<file path="config.mk">
export PLATFORM = sky130hd
export DESIGN_NAME = lnmwc_ctrl
export DESIGN_NICKNAME = d
export VERILOG_FILES = /design/src/lnmwc_pkg.sv /design/src/lnmwc_ctrl.sv
export SDC_FILE = /design/constraint.sdc
export NUM_CORES = 1
export LEC_CHECK = 0
export ABC_AREA = 1
export BUFFER_PORTS_ARGS = -buffer_cell sky130_fd_sc_hd__buf_2
export CAP_MARGIN = 20
export CORE_MARGIN = 5
export CORE_UTILIZATION = 41
export DETAILED_ROUTE_END_ITERATION = 10
export PLACE_DENSITY = 0.6
export SETUP_SLACK_MARGIN = 0.02
export SYNTH_ARGS = -nofsm -noshare
export SYNTH_HDL_FRONTEND = slang
export SYNTH_SLANG_ARGS = --single-unit
</file>
<file path="constraint.sdc">
create_clock -name clk_sys -period 4.7 [get_ports clk_sys]
set_clock_uncertainty 0.15 [all_clocks]
set_input_delay 1.175 -clock clk_sys [delete_from_list [all_inputs] [get_ports clk_sys]]
set_output_delay 1.175 -clock clk_sys [all_outputs]
set_load 0.02 [all_outputs]
</file>
<file path="src/lnmwc_pkg.sv">
package lnmwc_pkg;
  // ---------------------------------------------------------------
  // clock and timing
  // ---------------------------------------------------------------
  localparam int CLK_PERIOD_NS      = 10;
  localparam int RESET_TIME_US      = 4000;   // reset output low after power-up
  localparam int DOM_TIMEOUT_US     = 6000;   // transmit dominant time-out
  localparam int WAKE_REARM_US      = 10;     // wake pin high before rearm
  localparam int IGN_REARM_US       = 250;    // ignition low before rearm
  localparam int BUS_FILTER_US      = 30;     // bus wake filter time
  localparam int WAKE_FILTER_US     = 30;     // wake pin filter time
  localparam int IGNITION_FILTER_US = 160;    // ignition_filter_time
  localparam int CYC_PER_US         = 1000 / CLK_PERIOD_NS;
  localparam int RESET_CYC          = RESET_TIME_US * CYC_PER_US;
  localparam int DOM_CYC            = DOM_TIMEOUT_US * CYC_PER_US;
  localparam int WAKE_REARM_CYC     = WAKE_REARM_US * CYC_PER_US + 1;
  localparam int IGN_REARM_CYC      = IGN_REARM_US * CYC_PER_US + 1;
  localparam int BUS_FILT_CYC       = BUS_FILTER_US * CYC_PER_US + 1;
  localparam int WAKE_FILT_CYC      = WAKE_FILTER_US * CYC_PER_US + 1;
  localparam int IGN_FILT_CYC       = IGNITION_FILTER_US * CYC_PER_US + 1;
  localparam int CNT_W              = 20;

  // ---------------------------------------------------------------
  // modes
  // ---------------------------------------------------------------
  typedef enum logic [2:0] {
    LNMWC_UNPOWERED,
    LNMWC_FAILSAFE,
    LNMWC_NORMAL,
    LNMWC_SILENT,
    LNMWC_SLEEP
  } lnmwc_mode_t;
endpackage : lnmwc_pkg

</file>
<file path="src/lnmwc_ctrl.sv">
`timescale 1ns/100ps
// Notes on behaviour
// RL1: reset output low forces fail-safe mode from any mode; the code does this from normal and silent only, not from sleep.
// RL2: normal mode keeps undervoltage detection and watchdog reset path active.
// RL3: mode-select falling with transmit high enters silent mode.
// RL4: silent disables transmit path and termination; regulator stays on.
// RL5: undervoltage in silent drives reset low and enters fail-safe.
// RL6: bus below pre-wake threshold in silent/sleep enables receiver and termination.
// RL7: bus fall, long dominant, rise gives remote wake into fail-safe.
// RL8: after remote wake from silent, mode-select high goes straight to normal.
// RL9: bus low in normal starts filter; wake on rise after entering low power.
// RL10: mode-select falling with transmit low enters sleep mode.
// RL11: host may lower mode-select up to 3.2 us before transmit; the code samples transmit in the cycle that mode-select falls.
// RL12: sleep turns off regulator and inhibit, holds reset and receive low.
// RL13: low-power entry accepted whatever bus, wake and ignition levels are.
// RL14: power-up enters fail-safe, regulator on, reset low for 4 ms.
// RL15: fail-safe holds until mode-select high, then goes to normal.
// RL16: battery below 4 V in silent or sleep goes to fail-safe.
// RL17: leave unpowered when battery is good; ignore requests during reset delay.
// RL18: filtered wake pin low gives local wake, receive low, transmit pulled low.
// RL19: wake pin must return high over 10 us before a new wake counts.
// RL20: filtered ignition high gives local wake, receive low, transmit pulled low.
// RL21: ignition must stay low over 250 us before a new wake counts.
// RL22: fail-safe transmit pin reports wake source: high remote, low local.
// RL23: wake request and source flags clear on reaching normal mode.
// RL24: normal mode enables transmit and receive paths.
// RL25: normal mode drives bus dominant only while transmit pin is low.
// RL26: receive pin follows bus in normal mode.
// RL27: transmit low over 6 ms forces bus recessive until transmit goes high.
// RL28: inputs synchronised before edges; filters timed by counters.
module lnmwc_ctrl
  import lnmwc_pkg::*;
#(
  parameter int RESET_CYCLES = lnmwc_pkg::RESET_CYC,
  parameter int DOM_CYCLES   = lnmwc_pkg::DOM_CYC
)(
  input  wire logic clk_sys,              // 100 MHz system clock
  input  wire logic arst_n,               // async reset, power-up
  input  wire logic clk_en,               // freezes all state when low
  input  wire logic battery_ok,           // battery_supply above threshold
  input  wire logic vcc_uv,               // regulator undervoltage
  input  wire logic wd_expired,           // watchdog missed trigger
  input  wire logic mode_sel,             // host mode-select pin
  input  wire logic txd_in,               // host transmit pin level
  input  wire logic bus_rx,               // bus level, 1 recessive
  input  wire logic bus_prewake_threshold,// bus below pre-wake level
  input  wire logic wake_in,              // local wake pin
  input  wire logic ignition_wake_in,     // ignition pin
  output logic      bus_drive_dom,        // bus driver dominant
  output logic      bus_rx_en,            // internal bus receiver on
  output logic      slave_term_en,        // slave termination on
  output logic      regulator_en,         // regulator on
  output logic      ext_regulator_switch_out, // inhibit output
  output logic      rst_out_n,            // reset output level
  output logic      rst_out_oe_n,         // reset pin open-drain enable, low drives
  output logic      rxd_out,              // receive pin to host
  output logic      txd_out,              // transmit pin value in fail-safe
  output logic      txd_oe_n,             // transmit pin drive enable, low drives
  output logic      wd_en,                // watchdog running
  output logic      uv_det_en,            // undervoltage detection on
  output lnmwc_pkg::lnmwc_mode_t mode_out // current mode
);
  import lnmwc_pkg::*;

  initial
  begin
    if (RESET_CYCLES < 1 || RESET_CYCLES >= (1 << CNT_W))
      $error("RESET_CYCLES out of range");
    if (DOM_CYCLES < 1 || DOM_CYCLES >= (1 << CNT_W))
      $error("DOM_CYCLES out of range");
  end

  // ---------------------------------------------------------------
  // input synchronisers
  // ---------------------------------------------------------------
  localparam int NSYNC = 6;
  localparam logic [NSYNC-1:0] SYNC_IDLE = 6'h16; // mode-select low, transmit and wake high, bus low, pre-wake high, ignition low; no false mode-select edge follows reset
  logic [NSYNC-1:0] raw_in;
  logic [NSYNC-1:0] s1_q;
  logic [NSYNC-1:0] s2_q;
  logic [NSYNC-1:0] s3_q;
  assign raw_in = {mode_sel, txd_in, bus_rx, bus_prewake_threshold, wake_in, ignition_wake_in};

  // two-stage sync plus one delay stage for edges
  always_ff @(posedge clk_sys or negedge arst_n)
  begin
    if (!arst_n)
    begin
      s1_q <= SYNC_IDLE;
      s2_q <= SYNC_IDLE;
      s3_q <= SYNC_IDLE;
    end
    else if (clk_en)
    begin
      s1_q <= raw_in;  // RL28
      s2_q <= s1_q;
      s3_q <= s2_q;
    end
  end

  logic sel_s, txd_s, bus_s, prew_s, wake_s, ign_s, sel_fall;
  assign sel_s    = s2_q[5];
  assign txd_s    = s2_q[4];
  assign bus_s    = s2_q[3];
  assign prew_s   = s2_q[2];
  assign wake_s   = s2_q[1];
  assign ign_s    = s2_q[0];
  assign sel_fall = s3_q[5] & ~sel_s;

  function automatic logic sat_done(input logic [CNT_W-1:0] c, input int lim);
    sat_done = (c >= CNT_W'(lim));
  endfunction : sat_done

  // ---------------------------------------------------------------
  // mode state machine and reset delay
  // ---------------------------------------------------------------
  lnmwc_mode_t      mode_q;
  logic [CNT_W-1:0] rst_cnt_q;
  logic             rst_hold_q;
  logic             wake_req_q;   // wake request flag
  logic             wake_local_q; // wake source, 1 local
  logic             remote_ev, local_ev, low_pwr, uv_now;

  assign low_pwr = (mode_q == LNMWC_SILENT) || (mode_q == LNMWC_SLEEP);
  assign uv_now  = vcc_uv || wd_expired;

  // reset output delay counter
  always_ff @(posedge clk_sys or negedge arst_n)
  begin
    if (!arst_n)
    begin
      rst_hold_q <= 1'b1;
      rst_cnt_q  <= '0;
    end
    else if (clk_en)
    begin
      if (!battery_ok || (mode_q != LNMWC_SLEEP && mode_q != LNMWC_SILENT && uv_now)
          || (mode_q == LNMWC_SILENT && vcc_uv) || mode_q == LNMWC_UNPOWERED)
      begin
        rst_hold_q <= 1'b1;  // RL2 RL5
        rst_cnt_q  <= '0;
      end
      else if (rst_hold_q && mode_q != LNMWC_SLEEP)
      begin
        if (sat_done(rst_cnt_q, RESET_CYCLES - 1))
          rst_hold_q <= 1'b0;  // RL14
        else
          rst_cnt_q <= rst_cnt_q + 1'b1;
      end
    end
  end

  // mode transitions
  always_ff @(posedge clk_sys or negedge arst_n)
  begin
    if (!arst_n)
      mode_q <= LNMWC_UNPOWERED;
    else if (clk_en)
    begin
      case (mode_q)
        LNMWC_UNPOWERED:
          if (battery_ok)
            mode_q <= LNMWC_FAILSAFE;  // RL17 RL14
        LNMWC_FAILSAFE:
          if (!battery_ok)
            mode_q <= LNMWC_UNPOWERED;
          else if (!rst_hold_q && sel_s)
            mode_q <= LNMWC_NORMAL;  // RL15 RL8 RL17
        LNMWC_NORMAL:
          if (!battery_ok)
            mode_q <= LNMWC_UNPOWERED;
          else if (rst_hold_q)
            mode_q <= LNMWC_FAILSAFE;  // RL1
          else if (sel_fall)
            mode_q <= txd_s ? LNMWC_SILENT : LNMWC_SLEEP;  // RL3 RL10 RL13
        LNMWC_SILENT, LNMWC_SLEEP:
          if (!battery_ok || remote_ev || local_ev || (mode_q == LNMWC_SILENT && rst_hold_q))
            mode_q <= LNMWC_FAILSAFE;  // RL16 RL7 RL18 RL20 RL5 RL1
        default:
          mode_q <= LNMWC_FAILSAFE;
      endcase
    end
  end

  // ---------------------------------------------------------------
  // wake detection
  // ---------------------------------------------------------------
  logic [CNT_W-1:0] bus_cnt_q, wake_cnt_q, ign_cnt_q;
  logic             bus_armed_q, wake_armed_q, ign_armed_q;

  // bus dominant filter; started in normal mode too
  always_ff @(posedge clk_sys or negedge arst_n)
  begin
    if (!arst_n)
    begin
      bus_cnt_q   <= '0;
      bus_armed_q <= 1'b0;
    end
    else if (clk_en)
    begin
      if (bus_s)
      begin
        bus_cnt_q   <= '0;
        bus_armed_q <= 1'b0;
      end
      else if (mode_q == LNMWC_NORMAL || low_pwr)
      begin
        if (sat_done(bus_cnt_q, BUS_FILT_CYC))
          bus_armed_q <= 1'b1;  // RL9
        else
          bus_cnt_q <= bus_cnt_q + 1'b1;
      end
    end
  end
  assign remote_ev = low_pwr && bus_armed_q && bus_s;  // RL7 RL9

  // wake pin: rearm after high time, then low filter
  always_ff @(posedge clk_sys or negedge arst_n)
  begin
    if (!arst_n)
    begin
      wake_cnt_q   <= '0;
      wake_armed_q <= 1'b0;
    end
    else if (clk_en)
    begin
      if (wake_s)
      begin
        if (sat_done(wake_cnt_q, WAKE_REARM_CYC))
          wake_armed_q <= 1'b1;  // RL19
        else
          wake_cnt_q <= wake_cnt_q + 1'b1;
      end
      else
      begin
        wake_cnt_q <= '0;
        // a low level outside low power must not wake later: it needs a fresh rearm
        if (!low_pwr)
          wake_armed_q <= 1'b0;  // RL19 RL13
      end
    end
  end

  logic [CNT_W-1:0] wlow_cnt_q, ihigh_cnt_q;
  logic             wake_hit, ign_hit;

  // low/high hold timers for local wakes
  always_ff @(posedge clk_sys or negedge arst_n)
  begin
    if (!arst_n)
    begin
      wlow_cnt_q  <= '0;
      ihigh_cnt_q <= '0;
    end
    else if (clk_en)
    begin
      wlow_cnt_q  <= (wake_s || !wake_armed_q) ? '0 : wlow_cnt_q + 1'b1;
      ihigh_cnt_q <= (!ign_s || !ign_armed_q) ? '0 : ihigh_cnt_q + 1'b1;
    end
  end
  assign wake_hit = low_pwr && wake_armed_q && sat_done(wlow_cnt_q, WAKE_FILT_CYC);   // RL18
  assign ign_hit  = low_pwr && ign_armed_q && sat_done(ihigh_cnt_q, IGN_FILT_CYC);   // RL20
  assign local_ev = wake_hit || ign_hit;

  // ignition: rearm after low time
  always_ff @(posedge clk_sys or negedge arst_n)
  begin
    if (!arst_n)
    begin
      ign_cnt_q   <= '0;
      ign_armed_q <= 1'b0;
    end
    else if (clk_en)
    begin
      if (!ign_s)
      begin
        if (sat_done(ign_cnt_q, IGN_REARM_CYC))
          ign_armed_q <= 1'b1;  // RL21
        else
          ign_cnt_q <= ign_cnt_q + 1'b1;
      end
      else
      begin
        ign_cnt_q <= '0;
        // a high level outside low power must not wake later: it needs a fresh rearm
        if (ign_hit || !low_pwr)
          ign_armed_q <= 1'b0;  // RL21 RL13
      end
    end
  end

  // wake flags; set wins over clear
  always_ff @(posedge clk_sys or negedge arst_n)
  begin
    if (!arst_n)
    begin
      wake_req_q   <= 1'b0;
      wake_local_q <= 1'b0;
    end
    else if (clk_en)
    begin
      if (remote_ev || local_ev)
      begin
        wake_req_q   <= 1'b1;
        wake_local_q <= local_ev;  // RL22
      end
      else if (mode_q == LNMWC_NORMAL)
      begin
        wake_req_q   <= 1'b0;  // RL23
        wake_local_q <= 1'b0;
      end
    end
  end

  // ---------------------------------------------------------------
  // transmit dominant time-out
  // ---------------------------------------------------------------
  logic [CNT_W-1:0] dom_cnt_q;
  logic             dom_block_q;

  always_ff @(posedge clk_sys or negedge arst_n)
  begin
    if (!arst_n)
    begin
      dom_cnt_q   <= '0;
      dom_block_q <= 1'b0;
    end
    else if (clk_en)
    begin
      if (txd_s)
      begin
        dom_cnt_q   <= '0;
        dom_block_q <= 1'b0;
      end
      else if (sat_done(dom_cnt_q, DOM_CYCLES))
        dom_block_q <= 1'b1;  // RL27
      else
        dom_cnt_q <= dom_cnt_q + 1'b1;
    end
  end

  // ---------------------------------------------------------------
  // registered outputs
  // ---------------------------------------------------------------
  always_ff @(posedge clk_sys or negedge arst_n)
  begin
    if (!arst_n)
    begin
      bus_drive_dom            <= 1'b0;
      bus_rx_en                <= 1'b0;
      slave_term_en            <= 1'b0;
      regulator_en             <= 1'b0;
      ext_regulator_switch_out <= 1'b0;
      rst_out_n                <= 1'b0;
      rst_out_oe_n             <= 1'b0;
      rxd_out                  <= 1'b1;
      txd_out                  <= 1'b1;
      txd_oe_n                 <= 1'b1;
      wd_en                    <= 1'b0;
      uv_det_en                <= 1'b0;
      mode_out                 <= LNMWC_UNPOWERED;
    end
    else if (clk_en)
    begin
      mode_out      <= mode_q;
      bus_drive_dom <= (mode_q == LNMWC_NORMAL) && !txd_s && !dom_block_q;  // RL24 RL25
      bus_rx_en     <= (mode_q == LNMWC_NORMAL) || (low_pwr && prew_s);     // RL6
      slave_term_en <= (mode_q == LNMWC_NORMAL) || (mode_q == LNMWC_FAILSAFE)
                       || (low_pwr && prew_s);                              // RL4 RL6
      regulator_en  <= (mode_q != LNMWC_SLEEP) && (mode_q != LNMWC_UNPOWERED); // RL4 RL12 RL14
      ext_regulator_switch_out <= (mode_q == LNMWC_NORMAL) || (mode_q == LNMWC_FAILSAFE); // RL7 RL12
      rst_out_n     <= !rst_hold_q && (mode_q != LNMWC_SLEEP);              // RL12
      rst_out_oe_n  <= !(rst_hold_q || mode_q == LNMWC_SLEEP);
      wd_en         <= (mode_q == LNMWC_NORMAL) || (mode_q == LNMWC_FAILSAFE); // RL2
      uv_det_en     <= (mode_q != LNMWC_SLEEP) && (mode_q != LNMWC_UNPOWERED); // RL2 RL5
      if (mode_q == LNMWC_NORMAL)
        rxd_out <= bus_s;  // RL26
      else if (mode_q == LNMWC_FAILSAFE)
        rxd_out <= !wake_req_q;  // RL7 RL18
      else
        rxd_out <= (mode_q == LNMWC_SILENT);  // RL12
      txd_out  <= !(mode_q == LNMWC_FAILSAFE && wake_local_q);  // RL22
      txd_oe_n <= !(mode_q == LNMWC_FAILSAFE && wake_req_q && wake_local_q);
    end
  end
endmodule : lnmwc_ctrl

</file>
==> results of run 1 <==
-- worst max-delay path: cells and delay by family --
family                 cells  cell delay (ns)
AOI/OAI and AO/OA          1             0.16
and+or+nand+nor            2             0.64
buffers and inverters      3             1.10
-- flip-flops by register name, indices dropped and copies added, names as in the netlist, 3 cells and up --
register and cells:
wlow_cnt_q 20, bus_cnt_q 20, mode_out 3, rst_cnt_q 20
s2_q 6, dom_cnt_q 20, wake_cnt_q 20, ign_cnt_q 20
s1_q 6, ihigh_cnt_q 20, mode_q 3
-- metal layers --
| layer | vias to the layer above | wire length, um | GRT usage (%) |
|---|---|---|---|
| met5 | - | 7 | 0 |
| met4 | 2 | 260 | 4.156 |
| met3 | 19 | 744 | 3.987 |
| met2 | 103 | 9753 | 26.74 |
| met1 | 3754 | 10500 | 23.50 |
| li1 | 4108 | - | - |
-- synthesized netlist by cell type (3+ instances only) --
cell	n	area [sq um]
a21oi_1	27	135.1
a31oi_1	5	31.28
buf_2	11	55.05
buf_4	6	45.04
buf_6	4	45.04
clkbuf_1	10	37.54
dfrtp_1	165	4129
dfstp_2	10	262.8
ha_1	18	225.2
inv_1	149	559.3
inv_2	5	18.77
nand2_1	322	1209
nand3_1	96	480.5
nand3_2	3	30.03
nand4_1	40	250.2
nor2_1	156	585.6
nor2_2	10	62.56
nor3_1	39	195.2
nor4_1	18	112.6
o21a_1	7	52.55
o21ai_0	69	345.3
o21ai_1	7	35.03
o31ai_1	3	22.52
or2_2	3	18.77
xnor2_1	8	70.07
xor2_1	42	367.9
-- cell families after synthesis --
logic type | after synthesis | share of synthesized area, %
and+or+nand+nor | 698 | 31.64
DFF | 175 | 45.48
adders and majority gates | 18 | 2.333
AOI/OAI and AO/OA | 133 | 7.892
xor gates and xnor gates | 50 | 4.535
buffers and inverters | 190 | 8.112
-- worst min-delay path by stage --
| stage | to | cells after the start |
|---|---|---|
| floorplan | bus_drive_dom | 1 |
| global placement | bus_drive_dom | 1 |
| detailed placement | s1_q[2] | 2 |
| CTS | s1_q[2] | 2 |
| global route | s1_q[2] | 2 |
| finish | s1_q[2] | 2 |
-- power by group through the flow --
stage                     sequential (mW)  clock [mW]  combinational [mW]
after global placement               1.75           0               0.515
after CTS                            1.73        1.47               0.529
after floorplan                      1.75           0               0.357
after global routing                 1.74        1.54               0.600
after detailed placement             1.75           0               0.526
final                                1.73        1.43               0.518
-- through the flow --
stage | instance area (sq um) | util [%] | total power, mW | instances
5_1_grt | 10630 | 45.57 | 3.883 | 1611
3_5_place_dp | 10040 | 43.03 | 2.279 | 1579
6_report | 10630 | 45.57 | 3.678 | 1611
2_1_floorplan | 9656 | - | 2.106 | 1264
4_1_cts | 10630 | 45.57 | 3.724 | 1611
3_3_place_gp | 10040 | 43.03 | 2.267 | 1579
-- area by class of cell --
cell class,count,share of cell area [%]
repair buffers,30,1.706
multi-input cells,899,42.14
clock buffers,20,4.295
flip-flops and latches,175,41.30
inverters,156,5.531
well taps,319,3.754
clock inverters,12,1.271
==> impl_metrics.csv, run 1 <==
group,metric,value,unit
global_route,grtUsageTotal,16.88,%
placement,pre_cts_ws,1.325,ns
cts,cts_buffer_depth,2,
yosys,async_flop_share,100.0,%
timing,finalSetupViolCount,0,
critical_path,crit_fanout,21,
route,num_vias,7986,
timing,final.min_clock_period,2.916,ns
critical_path,worstSetupStartpointType,"primary input",
pwr,sw_frac_of_total,29.86,%
critical_path,reg2reg_slack,2.08,ns
global_route,grt_max_degree,99,
layout,num_antenna_cells,0,
cts,cts.sinks,175,
global_route,grt_first_pass_wirelength,37180,um
route,drt-vias-per-instance,4.957,
cts,clock_tree.root_cell,"clkbuf_16",
route,drt-total-wl,21260,um
route,drtAntennaViolNets,0,
floorplan,core_area,23330,sq um
timing,slew_viol_final,0,
timing,tightest_slew,0.8436,ns
critical_path,r2r-start,"ign_cnt_q[0]",
timing,rsz0062_at_grt,"false",
cts,cts_setup_buffers,0,
cts,worstSkewPairLatency,0.44,ns
critical_path,rr_endpoint,"ign_cnt_q[11]",
floorplan,start_util,41.38,%
floorplan,die_w,163.5,um
cts,path_clk_slew,0.07,ns
pwr,p_switching,1.098,mW
critical_path,crit_path_end_kind,"flip-flop",
pwr,ir_worst_vdd,0.2075,mV
timing,finalSetupTns,0,ns
timing,fin_hold_ws,0.3134,ns
global_route,antenna_found_initial,1,
pwr,clockPowerShare,39.0,%
timing,fin_ws,1.784,ns
cts,post_cts_resized,0,
critical_path,cpPeakStageDelay,0.58,ns
layout,area_growth_syn_to_layout,10.12,%
layout,num-fill-cells,2337,
cts,cts_buffers,17,
global_route,grt.overflow.total,0,
flow_run,maxCapViolCount,0,
layout,final_cell_mix,"nand2_1 (322), dfrtp_1 (165), nor2_1 (156)",
layout,layout.nets,1309,
cts,tritoncts,"yes",
yosys,avgSynthCellArea,7.639,sq um
yosys,synth_edf_count,0,
critical_path,cp_cell_sequence,"buf_2 > inv_1 > nor2_1 > inv_1 > o21ai_0 > nor2_1",
yosys,syn-cell-area,9656,sq um
min_path,hp-start,"s1_q[2]",
timing,timing.slew.headroom,43.24,%
floorplan,die_h,163.5,um
pwr,pwr-share-seq,46.9,%
yosys,ys_seq_area_share,45.48,%
floorplan,die_area,26720,sq um
layout,drive_above_1_share,7.895,%
min_path,min_path_type,"flip-flop to flip-flop",
route,dr.pass1.iters,5,
timing,hold_violations,0,
yosys,ys_seq_elements,175,
yosys,syn-num-nets,1294,
route,drt_iter0_drc,512,
yosys,dominantRegCellSynth,"dfrtp_1",
run_status,run_status,"completed",
yosys,yosys_warnings,0,
pwr,power.density,345.9,nW/um^2
global_route,grt_pass1_vias,7601,
timing,fmax,0.3429,GHz
critical_path,arrival,3.07,ns
route,wl_per_cell,13.20,um
placement,place_congestion,0.8817,
cts,cts_hold_buf,0,
floorplan,rows,56,
layout,final_common_cell,"nand2_1",
pwr,p_comb_share,14.1,%
route,drc,0,
pwr,p_int,2.580,mW
timing,period_share,62.04,%
layout,multi_input_area,4481,sq um
floorplan,pin_count,27,
pwr,leakagePower,4.917,nW
yosys,syn-instance-count,1264,
critical_path,crit_end,"wlow_cnt_q[9]",
critical_path,cp.required,4.86,ns
critical_path,crit_slowest_cell,"nor2_1",
placement,numPortBuffers,26,
critical_path,rr_worst_depth,14,
layout,seq_area,4392,sq um
critical_path,critical_path_class,"primary input to flip-flop",
critical_path,crit_start,"clk_en",
cts,h-tree-depth,4,
yosys,yosysUniqueCellTypes,48,
placement,dp.final_hpwl,14750,um
Note: power is estimated with default switching activity, not from simulation.
==> run 2, diff against run 1 <==
Clock period 4.7 ns to 2.9 ns, I/O delays scaled along.
==> run 2 against run 1 <==
Net effect:
- via count grew 0.73%
- hold slack lost 0.24 ns
- design area grew 0.86%
- critical endpoint is now bus_cnt_q[2]
==> impl_metrics.csv, run 2 (synthesis results as in run 1) <==
group,metric,value,unit
run_status,run_status,"completed",
layout,area_growth_syn_to_layout,11.07,%
cts,cts_hold_buf,0,
timing,fin_ws,0.5975,ns
global_route,grt_max_degree,54,
layout,num-fill-cells,2319,
timing,tightest_slew,0.8190,ns
critical_path,critical_path_class,"flip-flop to flip-flop",
layout,seq_area,4392,sq um
pwr,p_int,4.182,mW
route,dr.pass1.iters,5,
cts,clock_tree.root_cell,"clkbuf_16",
critical_path,crit_fanout,17,
min_path,min_path_type,"primary input to asynchronous set/reset pin",
placement,dp.final_hpwl,15020,um
layout,final_cell_mix,"nand2_1 (322), dfrtp_1 (165), nor2_1 (156)",
timing,slew_viol_final,0,
floorplan,die_w,163.5,um
route,drtAntennaViolNets,0,
pwr,p_total,5.957,mW
cts,tritoncts,"yes",
timing,fin_hold_ws,0.07492,ns
floorplan,start_util,41.38,%
timing,fmax,0.4343,GHz
timing,finalSetupViolCount,0,
cts,worstSkewPairLatency,0.43,ns
global_route,grt_pass1_vias,7617,
pwr,ir_worst_vdd,0.3689,mV
floorplan,rows,56,
pwr,p_comb_share,14.5,%
floorplan,die_area,26720,sq um
floorplan,die_h,163.5,um
layout,post-route-util,45.96,%
pwr,sw_frac_of_total,29.80,%
route,drt-vias-per-instance,4.956,
flow_run,maxCapViolCount,0,
pwr,pwr-share-seq,46.8,%
cts,cts.sinks,175,
layout,num_antenna_cells,0,
layout,drive_above_1_share,8.666,%
timing,final.min_clock_period,2.303,ns
global_route,grt.overflow.total,0,
timing,hold_violations,0,
pwr,p_switching,1.775,mW
cts,post_cts_resized,0,
route,wl_per_cell,12.92,um
placement,pre_cts_ws,0.3874,ns
placement,place_congestion,0.8944,
cts,h-tree-depth,4,
cts,cts_buffers,17,
critical_path,reg2reg_slack,0.60,ns
placement,numPortBuffers,26,
layout,final_common_cell,"nand2_1",
cts,path_clk_slew,0.07,ns
critical_path,crit_path_end_kind,"flip-flop",
global_route,antenna_found_initial,1,
floorplan,core_area,23330,sq um
layout,layout.nets,1321,
route,num_vias,8044,
timing,timing.slew.headroom,44.89,%
cts,cts_setup_buffers,0,
route,drc,0,
pwr,power.density,555.5,nW/um^2
pwr,leakagePower,4.987,nW
route,drt-total-wl,20980,um
critical_path,cp.required,3.09,ns
route,drt_iter0_drc,506,
global_route,grt_first_pass_wirelength,36270,um
global_route,grtUsageTotal,16.37,%
critical_path,worstSetupStartpointType,"flip-flop",
timing,period_share,79.40,%
cts,cts_buffer_depth,2,
critical_path,arrival,2.49,ns
layout,multi_input_area,4481,sq um
timing,finalSetupTns,0,ns
floorplan,pin_count,27,
pwr,clockPowerShare,38.7,%
timing,rsz0062_at_grt,"false",
[run 2: per-layer routing]
metal / vias to the layer above / routed length [um] / track usage, %
met1: 3787 / 10360 / 22.11
met2: 96 / 9830 / 27.57
met3: 13 / 634 / 3.154
li1: 4146 / - / -
met4: 2 / 142 / 3.431
met5: - / 11 / 0
[run 2: final cells by class]
cell class	instances	area share, %
multi-input cells	899	41.78
flip-flops and latches	175	40.95
inverters	156	5.484
clock buffers	20	4.165
well taps	319	3.722
repair buffers	42	2.648
clock inverters	12	1.248
[run 2: power groups by stage]
stage | clock network [mW] | registers (mW) | logic [mW]
after CTS | 2.37 | 2.79 | 0.882
after floorplan | 0 | 2.83 | 0.578
final | 2.31 | 2.79 | 0.863
after global routing | 2.47 | 2.81 | 0.981
after detailed placement | 0 | 2.83 | 0.876
after global placement | 0 | 2.84 | 0.869
[run 2: final timing paths]
kind | from | to | cells after the start
setup reg to reg | s2_q[3] | bus_cnt_q[2] | 7
max in group asynchronous | arst_n | s1_q[2] | 2
hold / removal | arst_n | ign_cnt_q[3] | 1
setup / recovery | s2_q[3] | bus_cnt_q[2] | 7
hold reg to reg | s1_q[1] | s1_q[1] | 2
min in group clk_sys | s1_q[1] | s1_q[1] | 2
[run 2: worst max-delay path, stage by stage (launching register included)]
cell and delay, ns:
dfrtp_1 0.57, clkinv_1 0.40, nand3_2 0.20, nand2_2 0.08, o21ai_4 0.40, buf_4 0.26, nand3_1 0.08, o21ai_0 0.08
[run 2: metrics by stage]
stage / instance area [sq um] / cells
CTS: 10720 / 1623
global route: 10720 / 1623
floorplan: 9656 / 1264
global placement: 10140 / 1591
detailed placement: 10140 / 1591
finish: 10720 / 1623
